`src/design/rfq_pkg.sv`:
```
// Package for the ring frequency qualifier: field widths, delay codes
// and tick timing. Assumes a single 125 MHz system clock.
package rfq_pkg;
  localparam int RFQ_CLK_MHZ = 125;
  localparam int RFQ_TICK_US = 2000;  // Nominal interval tick, 2.0 ms
  localparam int RFQ_TICK_CYC = RFQ_TICK_US * RFQ_CLK_MHZ;
  localparam int RFQ_CNT_W = 6;
  localparam int RFQ_DLY_W = 3;
  localparam int RFQ_DLY_UNIT_MS = 256;  // Delay step per code unit
  localparam int RFQ_DLY_CYC = RFQ_DLY_UNIT_MS * 1000 * RFQ_CLK_MHZ;
  localparam int RFQ_TW = 32;
  localparam logic [RFQ_CNT_W-1:0] RFQ_CNT_ZERO = 6'h00;
  localparam logic [RFQ_CNT_W-1:0] RFQ_CNT_ONE = 6'h01;
  localparam logic [RFQ_DLY_W-1:0] RFQ_DLY_NONE = 3'h0;
  localparam logic [RFQ_DLY_W-1:0] RFQ_DLY_ONE = 3'h1;
  typedef enum logic [1:0] {
    RFQ_IDLE = 2'h0,
    RFQ_QUAL = 2'h1,
    RFQ_WAIT = 2'h3,
    RFQ_VALID = 2'h2
  } rfq_state_t;
endpackage

```
`src/design/rfq_tick_gen.sv`:
```
// Tick generator: one-cycle pulse every PERIOD clocks.
// Assumes a single clock domain with synchronous active-high reset.
`timescale 1ns/10ps
module rfq_tick_gen #(
  parameter int PERIOD = rfq_pkg::RFQ_TICK_CYC
) (
  // Clock and reset
  input wire logic mclk,
  input wire logic sys_rst,
  // Restart and tick
  input wire logic restart,
  output logic tick
);
  logic [31:0] cnt_q;
  logic [31:0] cnt_d;
  logic hit;

  // Restart realigns the tick phase to the latest event
  assign hit = (cnt_q == 32'(PERIOD - 1));
  assign cnt_d = (restart || hit) ? 32'h0 : cnt_q + 32'h1;

  // Counter register
  always_ff @(posedge mclk)
  begin
    if (sys_rst)
    begin
      cnt_q <= 32'h0;
      tick <= 1'b0;
    end
    else
    begin
      cnt_q <= cnt_d;
      tick <= hit && !restart;
    end
  end
endmodule

```
`src/design/rfq_top.sv`:
```
// Ring frequency qualifier: spacing check on ring threshold events and
// delayed valid-ring indication. Assumes events come from a line-side
// detector on another clock and settings are held steady by software.
`timescale 1ns/10ps
module rfq_top
  import rfq_pkg::*;
#(
  parameter int TICK_CYC = rfq_pkg::RFQ_TICK_CYC,
  parameter int DLY_CYC = rfq_pkg::RFQ_DLY_CYC
) (
  // Clock and reset
  input wire logic mclk,
  input wire logic sys_rst,
  // Line side ring event and software qualification request
  input wire logic ring_event,
  input wire logic ring_qual_en,
  // Software settings
  input wire logic [rfq_pkg::RFQ_CNT_W-1:0] ring_start_count,
  input wire logic [rfq_pkg::RFQ_CNT_W-1:0] ring_gap_limit_count,
  input wire logic [rfq_pkg::RFQ_DLY_W-1:0] ring_indicate_delay,
  // Status
  output logic ring_too_fast,
  output logic ring_valid,
  output logic [rfq_pkg::RFQ_CNT_W-1:0] ring_timer
);
  import rfq_pkg::*;

  ////////////////////////////////////////////////////////////////////////
  // Event synchroniser and edge detect
  logic ev_s1_q;
  logic ev_s2_q;
  logic ev_s3_q;
  logic ev_pulse;

  // Two flops before any logic; third flop only for the edge
  always_ff @(posedge mclk)
  begin
    if (sys_rst)
    begin
      ev_s1_q <= 1'b0;
      ev_s2_q <= 1'b0;
      ev_s3_q <= 1'b0;
    end
    else
    begin
      ev_s1_q <= ring_event;
      ev_s2_q <= ev_s1_q;
      ev_s3_q <= ev_s2_q;
    end
  end
  // One event per threshold crossing, i.e. two per tone period
  assign ev_pulse = ev_s2_q && !ev_s3_q;

  ////////////////////////////////////////////////////////////////////////
  // Interval timer
  logic tick;
  logic [RFQ_CNT_W-1:0] timer_q;
  logic [RFQ_CNT_W-1:0] timer_d;
  logic armed_q;
  logic too_fast_hit;

  rfq_tick_gen #(
    .PERIOD(TICK_CYC)
  ) u_tick (
    .mclk(mclk),
    .sys_rst(sys_rst),
    .restart(ev_pulse),
    .tick(tick)
  );

  // Gap shorter than start minus limit ticks leaves timer above limit
  assign too_fast_hit = ev_pulse && armed_q
                        && (timer_q > ring_gap_limit_count);
  // Load on event, else count down and stick at zero
  assign timer_d = ev_pulse ? ring_start_count :
                   (tick && timer_q != RFQ_CNT_ZERO) ?
                   timer_q - RFQ_CNT_ONE : timer_q;

  always_ff @(posedge mclk)
  begin
    if (sys_rst)
    begin
      timer_q <= RFQ_CNT_ZERO;
    end
    else
    begin
      timer_q <= timer_d;
    end
  end

  ////////////////////////////////////////////////////////////////////////
  // Qualification state machine
  rfq_state_t st_q;
  rfq_state_t st_d;
  logic [31:0] dly_q;
  logic [31:0] dly_d;
  logic [31:0] dly_target;
  logic dly_done;

  // Delay is code times 256 ms; code zero indicates at once
  assign dly_target = 32'(ring_indicate_delay) * 32'(DLY_CYC);
  assign dly_done = (dly_q >= dly_target);

  always_comb
  begin
    st_d = st_q;
    case (st_q)
      RFQ_IDLE: if (ring_qual_en) st_d = RFQ_QUAL;
      RFQ_QUAL:
        if (!ring_qual_en) st_d = RFQ_IDLE;
        else if (ev_pulse && armed_q && !too_fast_hit) st_d = RFQ_WAIT;
      RFQ_WAIT:
        if (!ring_qual_en || too_fast_hit) st_d = RFQ_QUAL;
        else if (dly_done) st_d = RFQ_VALID;
      RFQ_VALID:
        if (!ring_qual_en || too_fast_hit) st_d = RFQ_QUAL;
      default: st_d = RFQ_IDLE;
    endcase
  end

  assign dly_d = (st_q == RFQ_WAIT) ? dly_q + 32'h1 : 32'h0;

  // State, delay counter and status outputs
  always_ff @(posedge mclk)
  begin
    if (sys_rst)
    begin
      st_q <= RFQ_IDLE;
      dly_q <= 32'h0;
      armed_q <= 1'b0;
      ring_too_fast <= 1'b0;
      ring_valid <= 1'b0;
      ring_timer <= RFQ_CNT_ZERO;
    end
    else
    begin
      st_q <= st_d;
      dly_q <= dly_d;
      // First event only arms; a gap needs two events
      armed_q <= (st_d != RFQ_IDLE) && (armed_q || ev_pulse);
      if (too_fast_hit)
        ring_too_fast <= 1'b1;
      else if (ev_pulse || !ring_qual_en)
        ring_too_fast <= 1'b0;
      ring_valid <= (st_d == RFQ_VALID);
      ring_timer <= timer_d;
    end
  end

  ////////////////////////////////////////////////////////////////////////
  // Checks
  property p_load;
    @(posedge mclk) disable iff (sys_rst)
    ev_pulse |=> (timer_q == $past(ring_start_count));
  endproperty
  a_load: assert property (p_load)
    else $error("timer not loaded on event");

  property p_hold_zero;
    @(posedge mclk) disable iff (sys_rst)
    (timer_q == RFQ_CNT_ZERO && !ev_pulse) |=> (timer_q == RFQ_CNT_ZERO);
  endproperty
  a_hold_zero: assert property (p_hold_zero)
    else $error("timer wrapped below zero");

  property p_down;
    @(posedge mclk) disable iff (sys_rst)
    (tick && !ev_pulse && timer_q != RFQ_CNT_ZERO)
      |=> (timer_q == $past(timer_q) - RFQ_CNT_ONE);
  endproperty
  a_down: assert property (p_down)
    else $error("timer did not step down on tick");

  property p_still;
    @(posedge mclk) disable iff (sys_rst)
    (!tick && !ev_pulse) |=> $stable(timer_q);
  endproperty
  a_still: assert property (p_still)
    else $error("timer moved without tick");

  property p_fast;
    @(posedge mclk) disable iff (sys_rst)
    (ev_pulse && armed_q && timer_q > ring_gap_limit_count)
      |=> ring_too_fast && !ring_valid;
  endproperty
  a_fast: assert property (p_fast)
    else $error("fast ring not invalidated");

  property p_limit;
    @(posedge mclk) disable iff (sys_rst)
    (st_q == RFQ_QUAL && ev_pulse && armed_q
      && timer_q <= ring_gap_limit_count && ring_qual_en)
      |=> st_q == RFQ_WAIT;
  endproperty
  a_limit: assert property (p_limit)
    else $error("in-range ring not accepted");

  property p_delay;
    @(posedge mclk) disable iff (sys_rst)
    $rose(ring_valid) |-> $past(dly_q) >= $past(dly_target);
  endproperty
  a_delay: assert property (p_delay)
    else $error("valid ring raised before delay");

  property p_nodelay;
    @(posedge mclk) disable iff (sys_rst)
    (st_q == RFQ_WAIT && ring_indicate_delay == RFQ_DLY_NONE
      && ring_qual_en && !too_fast_hit) |=> ring_valid;
  endproperty
  a_nodelay: assert property (p_nodelay)
    else $error("zero delay not immediate");
endmodule

```
`config.mk`:
```
export PLATFORM = sky130hd
export DESIGN_NAME = rfq_top
export DESIGN_NICKNAME = d
export VERILOG_FILES = /design/src/design/rfq_pkg.sv /design/src/design/rfq_tick_gen.sv /design/src/design/rfq_top.sv
export SDC_FILE = /design/constraint.sdc
export NUM_CORES = 1
export LEC_CHECK = 0
export BUFFER_PORTS_ARGS = -buffer_cell sky130_fd_sc_hd__buf_2
export CAP_MARGIN = 20
export CORE_MARGIN = 2
export CORE_UTILIZATION = 48
export CTS_BUF_LIST = sky130_fd_sc_hd__clkbuf_8
export DETAILED_ROUTE_END_ITERATION = 8
export MAX_ROUTING_LAYER = met4
export PLACE_DENSITY = 0.65
export SYNTH_ARGS = -nofsm -noshare
export SYNTH_HDL_FRONTEND = slang
export SYNTH_SLANG_ARGS = --single-unit
```
`constraint.sdc`:
```
create_clock -name mclk -period 6.23 [get_ports mclk]
set_clock_uncertainty 0.1 [all_clocks]
set_input_delay 0.3115 -clock mclk [delete_from_list [all_inputs] [get_ports mclk]]
set_output_delay 0.3115 -clock mclk [all_outputs]
set_load 0.01 [all_outputs]
```
# After elaboration in Yosys (flattened, before gate mapping)

Cells that the tools add are included.

Register bits: 79
Memory bits (writable): 0
Word-level logic and storage cells: 56
Latch bits: 0
Memories: 0
Output and inout port bits: 8
Bits of input ports: 19
Bits in read-only memories: 0

Magnitude comparators: 2
Multiplexer cells: 11
Shifts and indexed selects: 0
Equality and inequality tests: 5
Reduce and logical (&&, ||, !) cells: 22
Bitwise logic cells: 1
$mul: 1
Divide/modulo/power cells: 0
Add/sub/neg operators: 3

Operators by type and width:

| cell                  | number |
|---|---|
| $add 32x1->32 const B | 2 |
| $eq 32x18->1 const B  | 1 |
| $ge 32x28->1          | 1 |
| $mul 3x14->17 const B | 1 |
| $mux 2                | 6 |
| $mux 6                | 2 |
| $pmux 2 s4            | 1 |
| $logic_and 1x1->1     | 7 |
| $eq 2x2->1 const B    | 3 |
| $gt 6x6->1            | 1 |
| $reduce_bool 2->1     | 3 |
| $reduce_bool 6->1     | 1 |
| $sub 6x1->6 const B   | 1 |
| $logic_not 1->1       | 4 |
| $logic_or 1x1->1      | 4 |
| $reduce_or 2->1       | 2 |
| $eq 2x1->1 const B    | 1 |
| $logic_not 2->1       | 1 |
| $mux 1                | 2 |
| $not 1->1             | 1 |

# Logic depth before layout (Yosys ltp)

Gate-level depths: netlist of the first run.

Depth in word-level cells: 11
Gate-level depth with buffers: 13
Depth with buffers taken out: 13

# Cells and area by module

From an unflattened synthesis of the first run, not the netlist that was laid out.

Cell total of the unflattened synthesis: 516
Area, all modules: 4,450.5 um2

By module, submodules not included:

| module       | cells an instance | instances | area an instance (um2) | seq. area each (um2) |
|---|---|---|---|---|
| rfq_top      | 332               | 1         | 2,865.2                | 920.9 |
| rfq_tick_gen | 184               | 1         | 1,585.3                | 660.6 |

# Worst setup path after synthesis of the first run

Ideal clock, no wire load.

Path kind: input to register
From: input port ring_indicate_delay[0] (netlist name)
To: register st_q[0]
Buffers on the path: 0
Setup slack: 3.347 ns
Data required time: 6.013 ns
Data arrival time: 2.666 ns
Library setup time: 0.117 ns
Cell stages on the path: 13
Cell sequence: inv_1 -> fa_1 -> xnor2_1 -> ha_1 -> o21ai_0 -> nand2b_1 -> a21oi_1 -> xor2_1 -> ha_1 -> and4_1 -> o31a_1 -> nor3_1 -> a32o_1

Cells in the longest elaborated chain, start to end: 5

Ends and longest elaborated chain:

| what                 | RTL line       | text |
|---|---|---|
| start, declared      | rfq_top.sv:20  | `input wire logic [rfq_pkg::RFQ_DLY_W-1:0] ring_indicate_delay,` |
| $mul 3x14->17        | rfq_top.sv:101 | `assign dly_target = 32'(ring_indicate_delay) * 32'(DLY_CYC);` |
| $ge 32x28->1         | rfq_top.sv:102 | `assign dly_done = (dly_q >= dly_target);` |
| $mux 2               | rfq_top.sv:114 | `else if (dly_done) st_d = RFQ_VALID;` |
| $mux 2               | rfq_top.sv:113 | `if (!ring_qual_en \|\| too_fast_hit) st_d = RFQ_QUAL;` |
| $pmux 2 s4           | rfq_top.sv:107 | `case (st_q)` |
| end signal, assigned | rfq_top.sv:137 | `st_q <= st_d;` |
| end, declared        | rfq_top.sv:93  | `rfq_state_t st_q;` |

Every way passes these cells.
A chain may end at the register's enable or synchronous reset.

# Final worst setup path of the first run

From: input port ring_indicate_delay[1] (netlist name)
To: register st_q[0]

Same word-level chain as after synthesis.

==> results summary, run 1 <==
The flow ran to the end, and the final reports show no timing, DRC or antenna violations. The number of clock sinks seen by CTS is 79. The count of hold buffers inserted by post-cts repair came out at 0. By count the netlist is led by sky130_fd_sc_hd__dfxtp_1, sky130_fd_sc_hd__nor2_1, sky130_fd_sc_hd__ha_1, sky130_fd_sc_hd__xor2_1.

The stage delay of the slowest cell on the critical path is 0.50 ns. Setup repair after global routing left no endpoint under its margin. The floorplan step defined a die boundary enclosing just under 10000 µm². The area share of the largest cell type after synthesis came out at 0.372. The peak supply drop is 0.0965 mV.

On the final layout, the worst hold slack is about 0.088 ns. The first-pass iteration count of the detailed router came out at 4. Once layout is complete, the utilization of the core stands at 0.538.

The total congestion overflow came out at 0. The share of total power dissipated in the clock network is 0.364. For this run, the total global-route usage over all layers was measured as 0.183. The number of top-level pins is 27.

From left edge to right edge, the die measures 98.1 µm. The maximum frequency from static timing analysis came out at 345 MHz. The total net switching power is around 230 µW. The initial core utilization came out at 0.492.

The required time of the critical path came out at about 6.4 ns. The predominant post-synthesis flop cell is sky130_fd_sc_hd__dfxtp_1. Dividing total power by cell area gives a power density of between 150 and 200 nW/µm².

The critical path starts at ring_indicate_delay[1]. By instance count, the cell type seen most on the critical path is sky130_fd_sc_hd__ha_1. The ratio of routed vias to standard cells came out at 5.44.

The average instance area after synthesis is 8.49 µm². The share of total power dissipated in sequential elements is 0.556. The post-CTS setup buffer count is 0.

The startpoint of the lowest-slack hold path is ring_event. For the finished layout, the period the worst path requires is around 2.9 ns. The number of DRC violations after detailed routing came out at 0. TritonCTS built the clock tree. The design internal power is just under 700 µW. The relative max-transition margin came out at 0.348. In this run, synthesis inferred 0 flip-flops with an integrated enable.

The count of fill cells added during filler insertion is 824. The number of clock buffers added by TritonCTS is 9. Once the clock tree was built, the resizer swapped 0 gates to a different size. For this design, the slowest cell found on the critical path is sky130_fd_sc_hd__fa_1. The analysis attributes to cell leakage a power of 0.00176 µW.

The share of synthesized flip-flops with an asynchronous set or reset came out at 0. The antenna diode instance count is 0. The number of synthesis warnings is 0.

The post-placement cell count is 623. The finished layout holds 638 standard cells, fillers aside. The area added between synthesis and finish is 9.46%. The H-tree generated during clock tree synthesis spans 3 levels. Buffers placed on the I/O ports in this run total 26. The total half-perimeter wirelength after legalization and detailed placement is 5930 µm. The net count of the finished layout is just under 600. The cell area after synthesis is 4250 µm².

After the first detailed-routing iteration, the DRC count stood at 128. The number of cells produced by synthesis came out at 500. The total number of vias came out at 3473. The first global-routing pass estimated 14300 µm of wire. The most common cell in the synthesized netlist is sky130_fd_sc_hd__dfxtp_1. The worst setup margin came out at 3.33 ns. The critical-path maximum fanout is 5. The via count of the first global-routing pass is 3207. The count of standard-cell rows is 34.

The count of maximum capacitance violations came out at 0. The final layout contains routed wiring with a total length of 8190 µm. The data arrival time at the worst-slack endpoint is 3.04 ns. The number of nets in the synthesized netlist is roughly 560. After clock tree synthesis, the clock-pin slew on the worst setup and hold paths is 0.08 ns. The category of the worst setup path launch point is an input pin. For the pin with the worst max-slew slack, the measured transition is 0.975 ns.

Of the synthesized area, sequential elements account for 0.372. The number of hold violations in the final report came to 0. The combinational fraction of design power came out at 0.080. The total of flip-flops plus latches after synthesis came out at 79. The unique cell type count in the Yosys netlist is 42. The insertion delay to the later sink of the worst-skew pair is 0.34 ns.

The kind of critical path is input pin to flop. The weighted congestion at the end of routability-driven global placement is 0.840. The largest net degree at the start of global routing came out at 33. The path class of the tightest hold or removal check is input pin to flop.

The share of cells above drive strength 1 came out at 0.0906. The synthesized design spends more area on one cell type than any other, namely sky130_fd_sc_hd__dfxtp_1. STA classifies the critical path endpoint as a flop. The average wire per standard cell is 12.8 µm. After floorplanning, the core was sized to cover ~8600 µm². The master cell of the clock root buffer is sky130_fd_sc_hd__clkbuf_8.

The critical register-to-register path startpoint is dly_q[0]. The setup TNS is 0 ns. The maximum clock path buffer count is 2. The number of antenna violations at the first check in global routing is 0. The number of max-slew violations in the final report came out at 0. The fraction of power spent switching nets is 0.249. The pre-CTS setup slack is 2.97 ns. The portion of the clock cycle consumed by the worst path in the final layout is 0.465.

The floorplan step set the die height to 98.1 µm. Walking the worst path, the cells encountered are buf_2 > inv_1 > fa_1 > xnor2_1 > ha_1 > o21ai_0 > nand2b_1 > a21oi_1 > xor2_1 > ha_1 > and4_1 > o31a_1 > nor3_1 > a32o_1. The remaining number of nets flagged by the antenna check after routing is 0. The number of failing setup endpoints in the final timing report is 0.

By area the synthesized netlist is led by sky130_fd_sc_hd__dfxtp_1, sky130_fd_sc_hd__ha_1, sky130_fd_sc_hd__xor2_1.
state kept, by name, indices dropped and copies added, names as in the netlist:
name / flops
u_tick.cnt_q: 32
ring_too_fast: 1
ring_valid: 1
ev_s3_q: 1
dly_q: 32
ring_timer: 6
st_q: 2
armed_q: 1
u_tick.tick: 1
ev_s2_q: 1
ev_s1_q: 1
final timing paths:
| check | endpoint | slack, ns | cells after the start |
|---|---|---|---|
| max reg2reg | dly_q[24] | 3.79 | 6 |
| min reg2reg | u_tick.cnt_q[0] | 0.34 | 1 |
| min | ev_s1_q | 0.09 | 2 |
| max | st_q[0] | 3.33 | 14 |
cells by family (layout without fill, tap and decap cells):
kind of cell / Yosys count / in the layout / synth area share
xor+xnor: 58 / 58 / 0.120
compound gates: 56 / 56 / 0.0784
simple gates: 228 / 228 / 0.280
flops: 79 / 79 / 0.372
buf+inv: 42 / 72 / 0.0377
fa+ha+maj: 37 / 37 / 0.112
metrics by stage:
step / area (µm²) / power, µW
3_5_place_dp: 4480 / 599
3_3_place_gp: 4480 / 595
5_1_grt: 4650 / 974
6_report: 4650 / 924
4_1_cts: 4650 / 938
2_1_floorplan: 4250 / 577
power groups by stage:
stage / clock, µW / sequential, µW / combinational [µW]
3_3_place_gp: 0 / 525 / 70.1
5_1_grt: 374 / 514 / 85.5
2_1_floorplan: 0 / 525 / 51.8
6_report: 337 / 513 / 73.7
3_5_place_dp: 0 / 525 / 73.5
4_1_cts: 350 / 514 / 74.0
layout make-up:
class,count,area (µm²),share of cell area
multi-input combinational,379,2500,0.539
sequential,79,1580,0.340
timing repair buffer,28,145,0.0312
clock buffer,10,138,0.0296
tap,108,135,0.0291
inverter,29,109,0.0234
clock inverter,5,35.0,0.00754
critical path: cells and delay by family:
| family | cells | cell delay (ns) |
|---|---|---|
| fa+ha+maj | 3 | 1.02 |
| buf+inv | 2 | 0.30 |
| xor+xnor | 2 | 0.25 |
| simple gates | 3 | 0.36 |
| compound gates | 4 | 0.79 |
layout by cell type (no fill, tap or decap), drive strengths merged, types with 7 or more instances in the layout:
master / synthesis / final
o21ai: 14 / 14
dfxtp: 79 / 79
nor4: 15 / 15
nor3: 8 / 8
xnor2: 25 / 25
nand3: 26 / 26
inv: 29 / 31
nand4: 28 / 28
nand2: 29 / 29
clkbuf: 11 / 10
nor2b: 7 / 7
ha: 34 / 34
a21oi: 24 / 24
buf: 2 / 28
xor2: 33 / 33
nor2: 69 / 69
or3: 12 / 12
and3: 14 / 14
routing by layer:
layer	GRT usage	vias up	routed length, µm
li1	-	1812	-
met1	0.249	1600	4160
met2	0.272	49	3600
met3	0.0401	12	328
met4	0.0545	0	89
met5	-	-	0
(Power assumes the default switching activity.)
==> run 2, diff against run 1 <==
--- a/config.mk
+++ b/config.mk
@@ -5,6 +5,7 @@
 export SDC_FILE = /design/constraint.sdc
 export NUM_CORES = 1
 export LEC_CHECK = 0
+export ABC_AREA = 1
 export BUFFER_PORTS_ARGS = -buffer_cell sky130_fd_sc_hd__buf_2
 export CAP_MARGIN = 20
 export CORE_MARGIN = 2
==> constraint.sdc (replaced) <==
create_clock -name mclk -period 2.72 [get_ports mclk]
set_clock_uncertainty 0.1 [all_clocks]
set_input_delay 0.136 -clock mclk [delete_from_list [all_inputs] [get_ports mclk]]
set_output_delay 0.136 -clock mclk [all_outputs]
set_load 0.01 [all_outputs]
==> run 2 against run 1 <==
Synthesized cell count increased by 43%. Die area increased by 18%. Largest power group unchanged. Global-route usage is 3.3 points higher. Setup slack worse by 3.3 ns. Critical endpoint is now armed_q. Cell count increased by 43%.
==> results summary, run 2 <==
The maximum frequency from static timing analysis came out at 373 MHz. The ratio of routed vias to standard cells is 5.07 (was 5.44). The most frequently used cell type in the post-synthesis netlist is sky130_fd_sc_hd__nand2_1 (was sky130_fd_sc_hd__dfxtp_1).

The share of cells above drive strength 1 came out at 0.158 (was 0.0906). The peak supply drop was 0.237 mV (was 0.0965 mV). The number of nets in the synthesized netlist came to 772 (was 555). The instance area after placement came to 5400 µm² (was 4480 µm²). The clock network fraction of total power came to 0.384 (was 0.364). The number of antenna violations at the first check in global routing came out at 0 (unchanged). The predominant post-synthesis flop cell was sky130_fd_sc_hd__dfxtp_1 (unchanged).

The kind of critical path was input pin to flop (unchanged). Run status: finished, final reports clean (unchanged). The number of enable-type register cells in the synthesized netlist is 0 (unchanged). Largest cells by area after synthesis: sky130_fd_sc_hd__dfxtp_1, sky130_fd_sc_hd__nand2_1, sky130_fd_sc_hd__inv_1 (was sky130_fd_sc_hd__dfxtp_1, sky130_fd_sc_hd__ha_1, sky130_fd_sc_hd__xor2_1). The area of the core region was 10200 µm² (was 8640 µm²). Top library cells by usage in the layout, fill and taps aside: sky130_fd_sc_hd__nand2_1, sky130_fd_sc_hd__inv_1, sky130_fd_sc_hd__nor2_1, sky130_fd_sc_hd__dfxtp_1, sky130_fd_sc_hd__ha_1 (was sky130_fd_sc_hd__dfxtp_1, sky130_fd_sc_hd__nor2_1, sky130_fd_sc_hd__ha_1, sky130_fd_sc_hd__xor2_1, sky130_fd_sc_hd__inv_1). The area added between synthesis and finish is 15.0% (was 9.46%). The total net switching power is 625 µW (was 230 µW).

The net count of the finished layout came out at 827 (was 581). The category of the worst setup path launch point is an input pin (unchanged). The via count of the first global-routing pass came out at 4364 (was 3207). The startpoint of the lowest-slack hold path is ring_start_count[1] (was ring_event). The total half-perimeter wirelength after legalization and detailed placement came out at 8610 µm (was 5930 µm).

The die width came out at 106 µm (was 98.1 µm). The number of top-level pins came to 27 (unchanged). The detailed-routed wire length on met3 is 479 µm (was 328 µm).

The number of synthesis warnings came out at 0 (unchanged). The worst slack on hold paths came out at 0.128 ns (was 0.0885 ns). The initial core utilization came out at 0.492 (about the same). The average wire per standard cell came out at 12.3 µm (was 12.8 µm).

The master cell of the clock root buffer is sky130_fd_sc_hd__clkbuf_8 (unchanged). The average instance area after synthesis is 7.02 µm² (was 8.49 µm²). The total congestion overflow came out at 0 (unchanged). The wire length on met1 is 5400 µm (was 4160 µm). The die footprint is 11300 µm² (was 9620 µm²). The remaining number of nets flagged by the antenna check after routing came to 0 (unchanged). The highest signal layer in the routed design is met4 (unchanged). The sequential cell area fraction in the yosys report was 0.314 (was 0.372). The number of hold violations in the final report came to 0 (unchanged). Largest registers ranked by flip-flop count: dly_q x32, u_tick.cnt_q x32, ring_timer x6 (unchanged). The cell area after synthesis came to 5030 µm² (was 4250 µm²).

The leakage component of the power came out at 0.00240 µW (was 0.00176 µW). The data arrival time at the worst-slack endpoint is 2.84 ns (was 3.04 ns). The H-tree depth is 3 (unchanged).

The fraction of power spent switching nets is 0.265 (was 0.249). The count of standard-cell rows is 37 (was 34). The critical register-to-register path startpoint is ev_s2_q (was dly_q[0]). The critical-path maximum fanout was 2 (was 5). The relative max-transition margin was 0.591 (was 0.348). The path type of the worst min-delay path was input pin to flop (unchanged). The weighted congestion at the end of routability-driven global placement is 0.964 (was 0.840).

The combinational fraction of design power is 0.117 (was 0.080). The capturing element type of the critical path is a flop (unchanged). The met2 layer wire length in the routed design came out at 5090 µm (was 3600 µm). The global-route wire length before repair is 19300 µm (was 14300 µm).

The iteration-0 DRC count of the detailed router is 311 (was 128). The portion of the clock cycle consumed by the worst path in the final layout is 0.985. The design internal power came out at 1730 µW (was 694 µW). The area share of the largest cell type after synthesis was 0.314 (was 0.372). The number of cells produced by synthesis is 717 (was 500). The vertical die dimension came to 106 µm (was 98.1 µm). The detailed-route wire length came out at 11200 µm (was 8190 µm). The total non-filler cell area in the finished layout came out at 5790 µm² (was 4650 µm²). Unrepaired setup endpoints after global routing: true (was false).

The clock buffer count from CTS came to 9 (unchanged). The number of clock sinks seen by CTS is 79 (unchanged). The register clock-pin slew on the reported worst setup and hold paths is 0.09 ns (was 0.08 ns). The number of max-slew violations in the final report is 0 (unchanged). The worst path in the final design needs a cycle of 2.68 ns, including I/O delays and setup. The total number of vias is 4625 (was 3473). The library cell with the largest summed area after synthesis is sky130_fd_sc_hd__dfxtp_1 (unchanged). The TritonCTS clock tree is yes (unchanged).

The total routing resource utilization after global routing is 0.216 (was 0.183). The number of failing setup endpoints in the final timing report came out at 0 (unchanged). The antenna diode instance count came to 0 (unchanged). The total of buffers placed on input and output ports is 26 (unchanged). The maximum clock path buffer count is 2 (unchanged).

Most common library cells after synthesis: sky130_fd_sc_hd__nand2_1, sky130_fd_sc_hd__inv_1, sky130_fd_sc_hd__nor2_1, sky130_fd_sc_hd__dfxtp_1, sky130_fd_sc_hd__ha_1 (was sky130_fd_sc_hd__dfxtp_1, sky130_fd_sc_hd__nor2_1, sky130_fd_sc_hd__ha_1, sky130_fd_sc_hd__xor2_1). The required time of the critical path was 2.88 ns (was 6.37 ns). The insertion delay to the later sink of the worst-skew pair came out at 0.36 ns (was 0.34 ns). The total of flip-flops plus latches after synthesis was 79 (unchanged). The number of DRC violations after detailed routing is 0 (unchanged).

The most common cell after layout, fill and taps aside is sky130_fd_sc_hd__nand2_1 (was sky130_fd_sc_hd__dfxtp_1). The unique cell type count in the Yosys netlist is 44 (was 42). The first-pass iteration count of the detailed router came out at 5 (was 4). The transition time at the pin with the least slew margin came out at 0.611 ns (was 0.975 ns). The count of maximum capacitance violations came to 0 (unchanged). The count of fill cells added during filler insertion came out at 952 (was 824).

The largest net degree at the start of global routing came out at 33 (unchanged). The launching element of the worst setup path was ring_indicate_delay[0] (was ring_indicate_delay[1]). The share of synthesized flip-flops with an asynchronous set or reset is 0 (unchanged). The power share of the sequential group came out at 0.500 (was 0.556). The areal power density over the cells is 408 nW/µm² (was 199 nW/µm²).
run 2: changes by cell type after synthesis, sizes merged, moves of 7 or more:
| cell | previous run | this run |
|---|---|---|
| xnor2 | 25 | 12 |
| nand3 | 26 | 34 |
| and3 | 14 | 2 |
| nand2 | 29 | 126 |
| or3 | 12 | 0 |
| inv | 29 | 126 |
| clkbuf | 11 | 1 |
| nor2 | 69 | 124 |
| nor2b | 7 | 0 |
| nor3 | 8 | 31 |
run 2: what timing repair did:
| item | CTS | global route |
|---|---|---|
| hold buffers | 10 | 0 |
| setup endpoints to repair | 0 | 3 |
| setup buffers | 0 | 2 |
| resized for setup | 0 | 19 |
| hold endpoints to repair | 11 | 0 |
run 2: metrics by stage:
step | setup WS, ns | power (µW) | TNS, ns | std cells | util
after global placement | -0.270 | 1430 | -0.687 | 885 | 0.528
after global routing | -0.0742 | 2480 | -0.142 | 913 | 0.566
after floorplan | -0.0805 | 1360 | -0.135 | 717 | -
final | 0.0396 | 2360 | 0 | 913 | 0.566
after detailed placement | -0.368 | 1440 | -0.961 | 885 | 0.528
after CTS | 0.0103 | 2360 | 0 | 911 | 0.557
run 2: power by group through the flow:
stage	clock [µW]	sequential [µW]	combinational, µW
2_1_floorplan	0	1210	151
3_3_place_gp	0	1210	221
3_5_place_dp	0	1210	234
4_1_cts	939	1180	246
5_1_grt	983	1180	313
6_report	906	1180	275
run 2: path summary, 6_finish.rpt:
check	slack, ns	cells after the start	end
setup / recovery	0.04	21	armed_q
hold / removal	0.13	3	ring_timer[1]
setup reg to reg	0.70	7	ring_timer[3]
hold reg to reg	0.32	2	ev_s2_q
run 2: metal layers:
metal  global-route usage  vias to the layer above
met1                0.283                     2085
met2                0.334                      115
met3               0.0251                       23
met5                    -                        -
met4                0.103                        0
li1                     -                     2402
run 2: critical path: stages:
cell	delay, ns
sky130_fd_sc_hd__buf_8	0.08
sky130_fd_sc_hd__inv_4	0.03
sky130_fd_sc_hd__fa_1	0.58
sky130_fd_sc_hd__inv_2	0.08
sky130_fd_sc_hd__nor2_4	0.10
sky130_fd_sc_hd__nor2_2	0.04
sky130_fd_sc_hd__ha_2	0.18
sky130_fd_sc_hd__or2_4	0.25
sky130_fd_sc_hd__a21oi_2	0.14
sky130_fd_sc_hd__o21ai_2	0.07
sky130_fd_sc_hd__xnor2_1	0.13
sky130_fd_sc_hd__ha_1	0.27
sky130_fd_sc_hd__nand2_1	0.05
sky130_fd_sc_hd__nor2_1	0.09
sky130_fd_sc_hd__nand4_1	0.11
sky130_fd_sc_hd__nor2_1	0.12
sky130_fd_sc_hd__nand2_1	0.06
sky130_fd_sc_hd__nand3_1	0.09
sky130_fd_sc_hd__nand3_2	0.08
sky130_fd_sc_hd__nand2_2	0.08
sky130_fd_sc_hd__a21oi_2	0.05
run 2: cell type report:
type | instances | area, µm² | area share
flip-flops and latches | 79 | 1580 | 0.273
inverters | 132 | 498 | 0.0860
repair buffers | 52 | 367 | 0.0633
clock buffers | 9 | 124 | 0.0214
multi-input cells | 498 | 2970 | 0.513
clock inverters | 7 | 77.6 | 0.0134
well taps | 136 | 170 | 0.0294
run 2: cells by family (layout without fill, tap and decap cells):
| group | count (synthesis) | count (layout) | synth area share |
|---|---|---|---|
| fa+ha+maj | 36 | 36 | 0.0924 |
| compound gates | 58 | 58 | 0.0636 |
| flops | 79 | 79 | 0.314 |
| buf+inv | 140 | 200 | 0.108 |
| xor+xnor | 40 | 40 | 0.0696 |
| simple gates | 364 | 364 | 0.353 |
==> run 3, diff against run 2 <==
--- a/config.mk
+++ b/config.mk
@@ -8,12 +8,12 @@
 export ABC_AREA = 1
 export BUFFER_PORTS_ARGS = -buffer_cell sky130_fd_sc_hd__buf_2
 export CAP_MARGIN = 20
-export CORE_MARGIN = 2
-export CORE_UTILIZATION = 48
+export CORE_MARGIN = 3
+export CORE_UTILIZATION = 55
 export CTS_BUF_LIST = sky130_fd_sc_hd__clkbuf_8
 export DETAILED_ROUTE_END_ITERATION = 8
 export MAX_ROUTING_LAYER = met4
-export PLACE_DENSITY = 0.65
+export PLACE_DENSITY = 0.73
 export SYNTH_ARGS = -nofsm -noshare
 export SYNTH_HDL_FRONTEND = slang
 export SYNTH_SLANG_ARGS = --single-unit
==> run 3 against run 2 <==
The flow now finishes with violations (negative setup slack). Largest cell class unchanged. Hold slack got worse by 0.078 ns. Via count is 1.1% higher. Register-to-register slack got worse by 0.02 ns. Maximum frequency shrank 1.6%. First-iteration DRC count decreased by 36%. Sequential share of layout area is 0.23 points higher. Largest power group unchanged.
==> results summary, run 3 (synthesis results as in run 2) <==
The iteration-0 DRC count of the detailed router came to 199 (was 311). The data arrival time at the worst-slack endpoint is 2.87 ns (was 2.84 ns). The number of buffer and inverter instances along the worst setup path came out at 3 (unchanged). Largest registers ranked by flip-flop count: dly_q x32, u_tick.cnt_q x32, ring_timer x6 (unchanged). The category of the worst setup path launch point is an input pin (unchanged). The net count of the finished layout is 826 (was 827). Cell chain of the critical path: buf_8 > inv_4 > fa_1 > inv_2 > nor2_4 > nor2_2 > ha_2 > or2_4 > a21oi_2 > o21ai_2 > xnor2_1 > ha_1 > nand2_1 > nor2_1 > nand4_1 > nor2_1 > nand2_1 > nand3_2 > nand3_2 > nand2_2 > a21oi_1 (was buf_8 > inv_4 > fa_1 > inv_2 > nor2_4 > nor2_2 > ha_2 > or2_4 > a21oi_2 > o21ai_2 > xnor2_1 > ha_1 > nand2_1 > nor2_1 > nand4_1 > nor2_1 > nand2_1 > nand3_1 > nand3_2 > nand2_2 > a21oi_2).

The total of buffers placed on input and output ports is 26 (unchanged). The path type of the worst min-delay path is input pin to flop (unchanged). The count of maximum capacitance violations came out at 0 (unchanged). The logic depth of the worst path, buffers included is 21 (unchanged). The portion of the clock cycle consumed by the worst path in the final layout came out at 1.00 (was 0.985). The number of failing setup endpoints in the final timing report came to 1 (was 0). The number of hold violations in the final report is 0 (unchanged).

The register clock-pin slew on the reported worst setup and hold paths was 0.08 ns (was 0.09 ns). The final critical path time including I/O delays and setup is 2.73 ns (was 2.68 ns). The maximum frequency from static timing analysis is 367 MHz (was 373 MHz). The total half-perimeter wirelength after legalization and detailed placement is 8770 µm (was 8610 µm). Top library cells by usage in the layout, fill and taps aside: sky130_fd_sc_hd__nand2_1, sky130_fd_sc_hd__inv_1, sky130_fd_sc_hd__nor2_1, sky130_fd_sc_hd__dfxtp_1, sky130_fd_sc_hd__ha_1 (unchanged). The initial core utilization was 0.572 (was 0.492). Run status: complete, but fails checks (was finished, final reports clean). The area added between synthesis and finish is 14.1% (was 15.0%). The critical-path maximum fanout is 2 (unchanged).

The die footprint is 10300 µm² (was 11300 µm²). The worst slack on hold paths came out at 0.0503 ns (was 0.128 ns). The power consumption is 2300 µW (was 2360 µW). The count of standard-cell rows is 34 (was 37).

The total routing resource utilization after global routing came out at 0.237 (was 0.216). The pre-CTS setup slack came out at -0.500 ns (was -0.368 ns). The number of DRC violations after detailed routing is 0 (unchanged). The gate family responsible for the most delay along the worst path is simple AND/OR/NAND/NOR gates (unchanged).

The TritonCTS clock tree is yes (unchanged). The number of antenna violations at the first check in global routing is 0 (unchanged). The most common cell after layout, fill and taps aside is sky130_fd_sc_hd__nand2_1 (unchanged).

The leakage component of the power came to 0.00239 µW (was 0.00240 µW). The vertical die dimension came out at 102 µm (was 106 µm). The H-tree depth is 3 (unchanged). The number of cells on the worst hold path is 5 (was 3).

The total congestion overflow is 0 (unchanged). The number of max-slew violations in the final report is 0 (unchanged). The required time of the critical path is 2.86 ns (was 2.88 ns). Unrepaired setup endpoints after global routing: true (unchanged). The number of clock sinks seen by CTS came out at 79 (unchanged).

The post-placement cell count came out at 857 (was 885). The kind of critical path was input pin to flop (unchanged). The die width came out at 102 µm (was 106 µm). The core utilization of the finished layout came out at 0.652 (was 0.566). The via count of the first global-routing pass came out at 4382 (was 4364). The length in cells of the worst reg-to-reg path is 8 (was 7). The first-pass iteration count of the detailed router came out at 5 (unchanged). The peak supply drop is 0.292 mV (was 0.237 mV). The share of cells above drive strength 1 came out at 0.157 (was 0.158).

The transition time at the pin with the least slew margin is 0.604 ns (was 0.611 ns). The setup slack on the worst flop-to-flop path is 0.68 ns (was 0.70 ns). The master cell of the clock root buffer is sky130_fd_sc_hd__clkbuf_8 (unchanged). The largest net degree at the start of global routing is 33 (unchanged). The cell at the slowest stage of the critical path is sky130_fd_sc_hd__fa_1 (unchanged). The stage delay of the slowest cell on the critical path is 0.60 ns (was 0.58 ns). The maximum clock path buffer count is 2 (unchanged). The remaining number of nets flagged by the antenna check after routing came to 0 (unchanged). The areal power density over the cells came out at 400 nW/µm² (was 408 nW/µm²). The worst setup margin came out at -0.00522 ns (was 0.0396 ns). The checks that failed: negative setup slack. The number of top-level pins came out at 27 (unchanged). The weighted congestion at the end of routability-driven global placement came out at 0.949 (was 0.964). The average wire per standard cell is 12.8 µm (was 12.3 µm). The ratio of routed vias to standard cells is 5.29 (was 5.07). The number of standard cells in the layout, taps in and fillers out is 884 (was 913).

The relative max-transition margin came to 0.596 (was 0.591). The detailed-route wire length is 11300 µm (was 11200 µm). The total number of vias was 4676 (was 4625). The antenna diode instance count came out at 0 (unchanged).

The insertion delay to the later sink of the worst-skew pair came out at 0.35 ns (was 0.36 ns). The global-route wire length before repair was 19200 µm (was 19300 µm). The capturing element type of the critical path is a flop (unchanged). The clock buffer count from CTS came out at 9 (unchanged). The area of the core region came to 8810 µm² (was 10200 µm²).
[run 3: report_power, final]
group	internal, µW	switching, µW	leakage (µW)
Combinational	129	149	0.00165
Clock	417	426	0.000100
Sequential	1170	11.7	0.000638
Total	1710	586	0.00239
[run 3: worst reg2reg max path, cell delays in order, from the launching register on]
cell,delay [ns]
sky130_fd_sc_hd__dfxtp_1,0.37
sky130_fd_sc_hd__inv_1,0.12
sky130_fd_sc_hd__ha_1,0.21
sky130_fd_sc_hd__nand4_1,0.11
sky130_fd_sc_hd__nand2_1,0.13
sky130_fd_sc_hd__nand2_1,0.15
sky130_fd_sc_hd__nand2_1,0.07
sky130_fd_sc_hd__a31oi_1,0.16
sky130_fd_sc_hd__dlygate4sd3_1,0.56
[run 3: worst paths after layout]
kind | startpoint | endpoint
hold reg to reg | ev_s1_q | ev_s2_q
setup / recovery | ring_indicate_delay[2] | armed_q
hold / removal | ring_start_count[2] | ring_timer[2]
setup reg to reg | ring_timer[0] | ring_timer[3]
[run 3: timing repair]
action                                 in CTS  in global routing
endpoints found under the hold margin       9                  0
hold buffers                                9                  0
cloned                                      0                  0
pin swaps                                   9                 14
buffers inserted                            1                  1
setup endpoints to repair                   3                  3
gates resized for setup                     8                 12
[run 3: final cells by class]
type                            count  area [µm²]
Sequential cell                    79        1580
Timing Repair Buffer               51         357
Multi-Input combinational cell    498        2980
Clock buffer                        9         124
Tap cell                          108         135
Inverter                          132         498
Fill cell                         771        3060
Clock inverter                      7        65.1
[run 3: layer usage]
layer  vias to the layer above  track usage  part of all wire
li1                       2392            -                 -
met1                      2132        0.300              0.45
met2                       135        0.383              0.48
met3                        17       0.0372             0.062
met5                         -            -                 0
met4                         0       0.0828             0.012
[run 3: stage by stage]
step                      setup TNS, ns  area (µm²)
after floorplan                  -0.135        5040
after global placement           -0.653        5370
after detailed placement          -1.38        5370
after CTS                             0        5670
after global routing             -0.359        5740
final                          -0.00522        5740
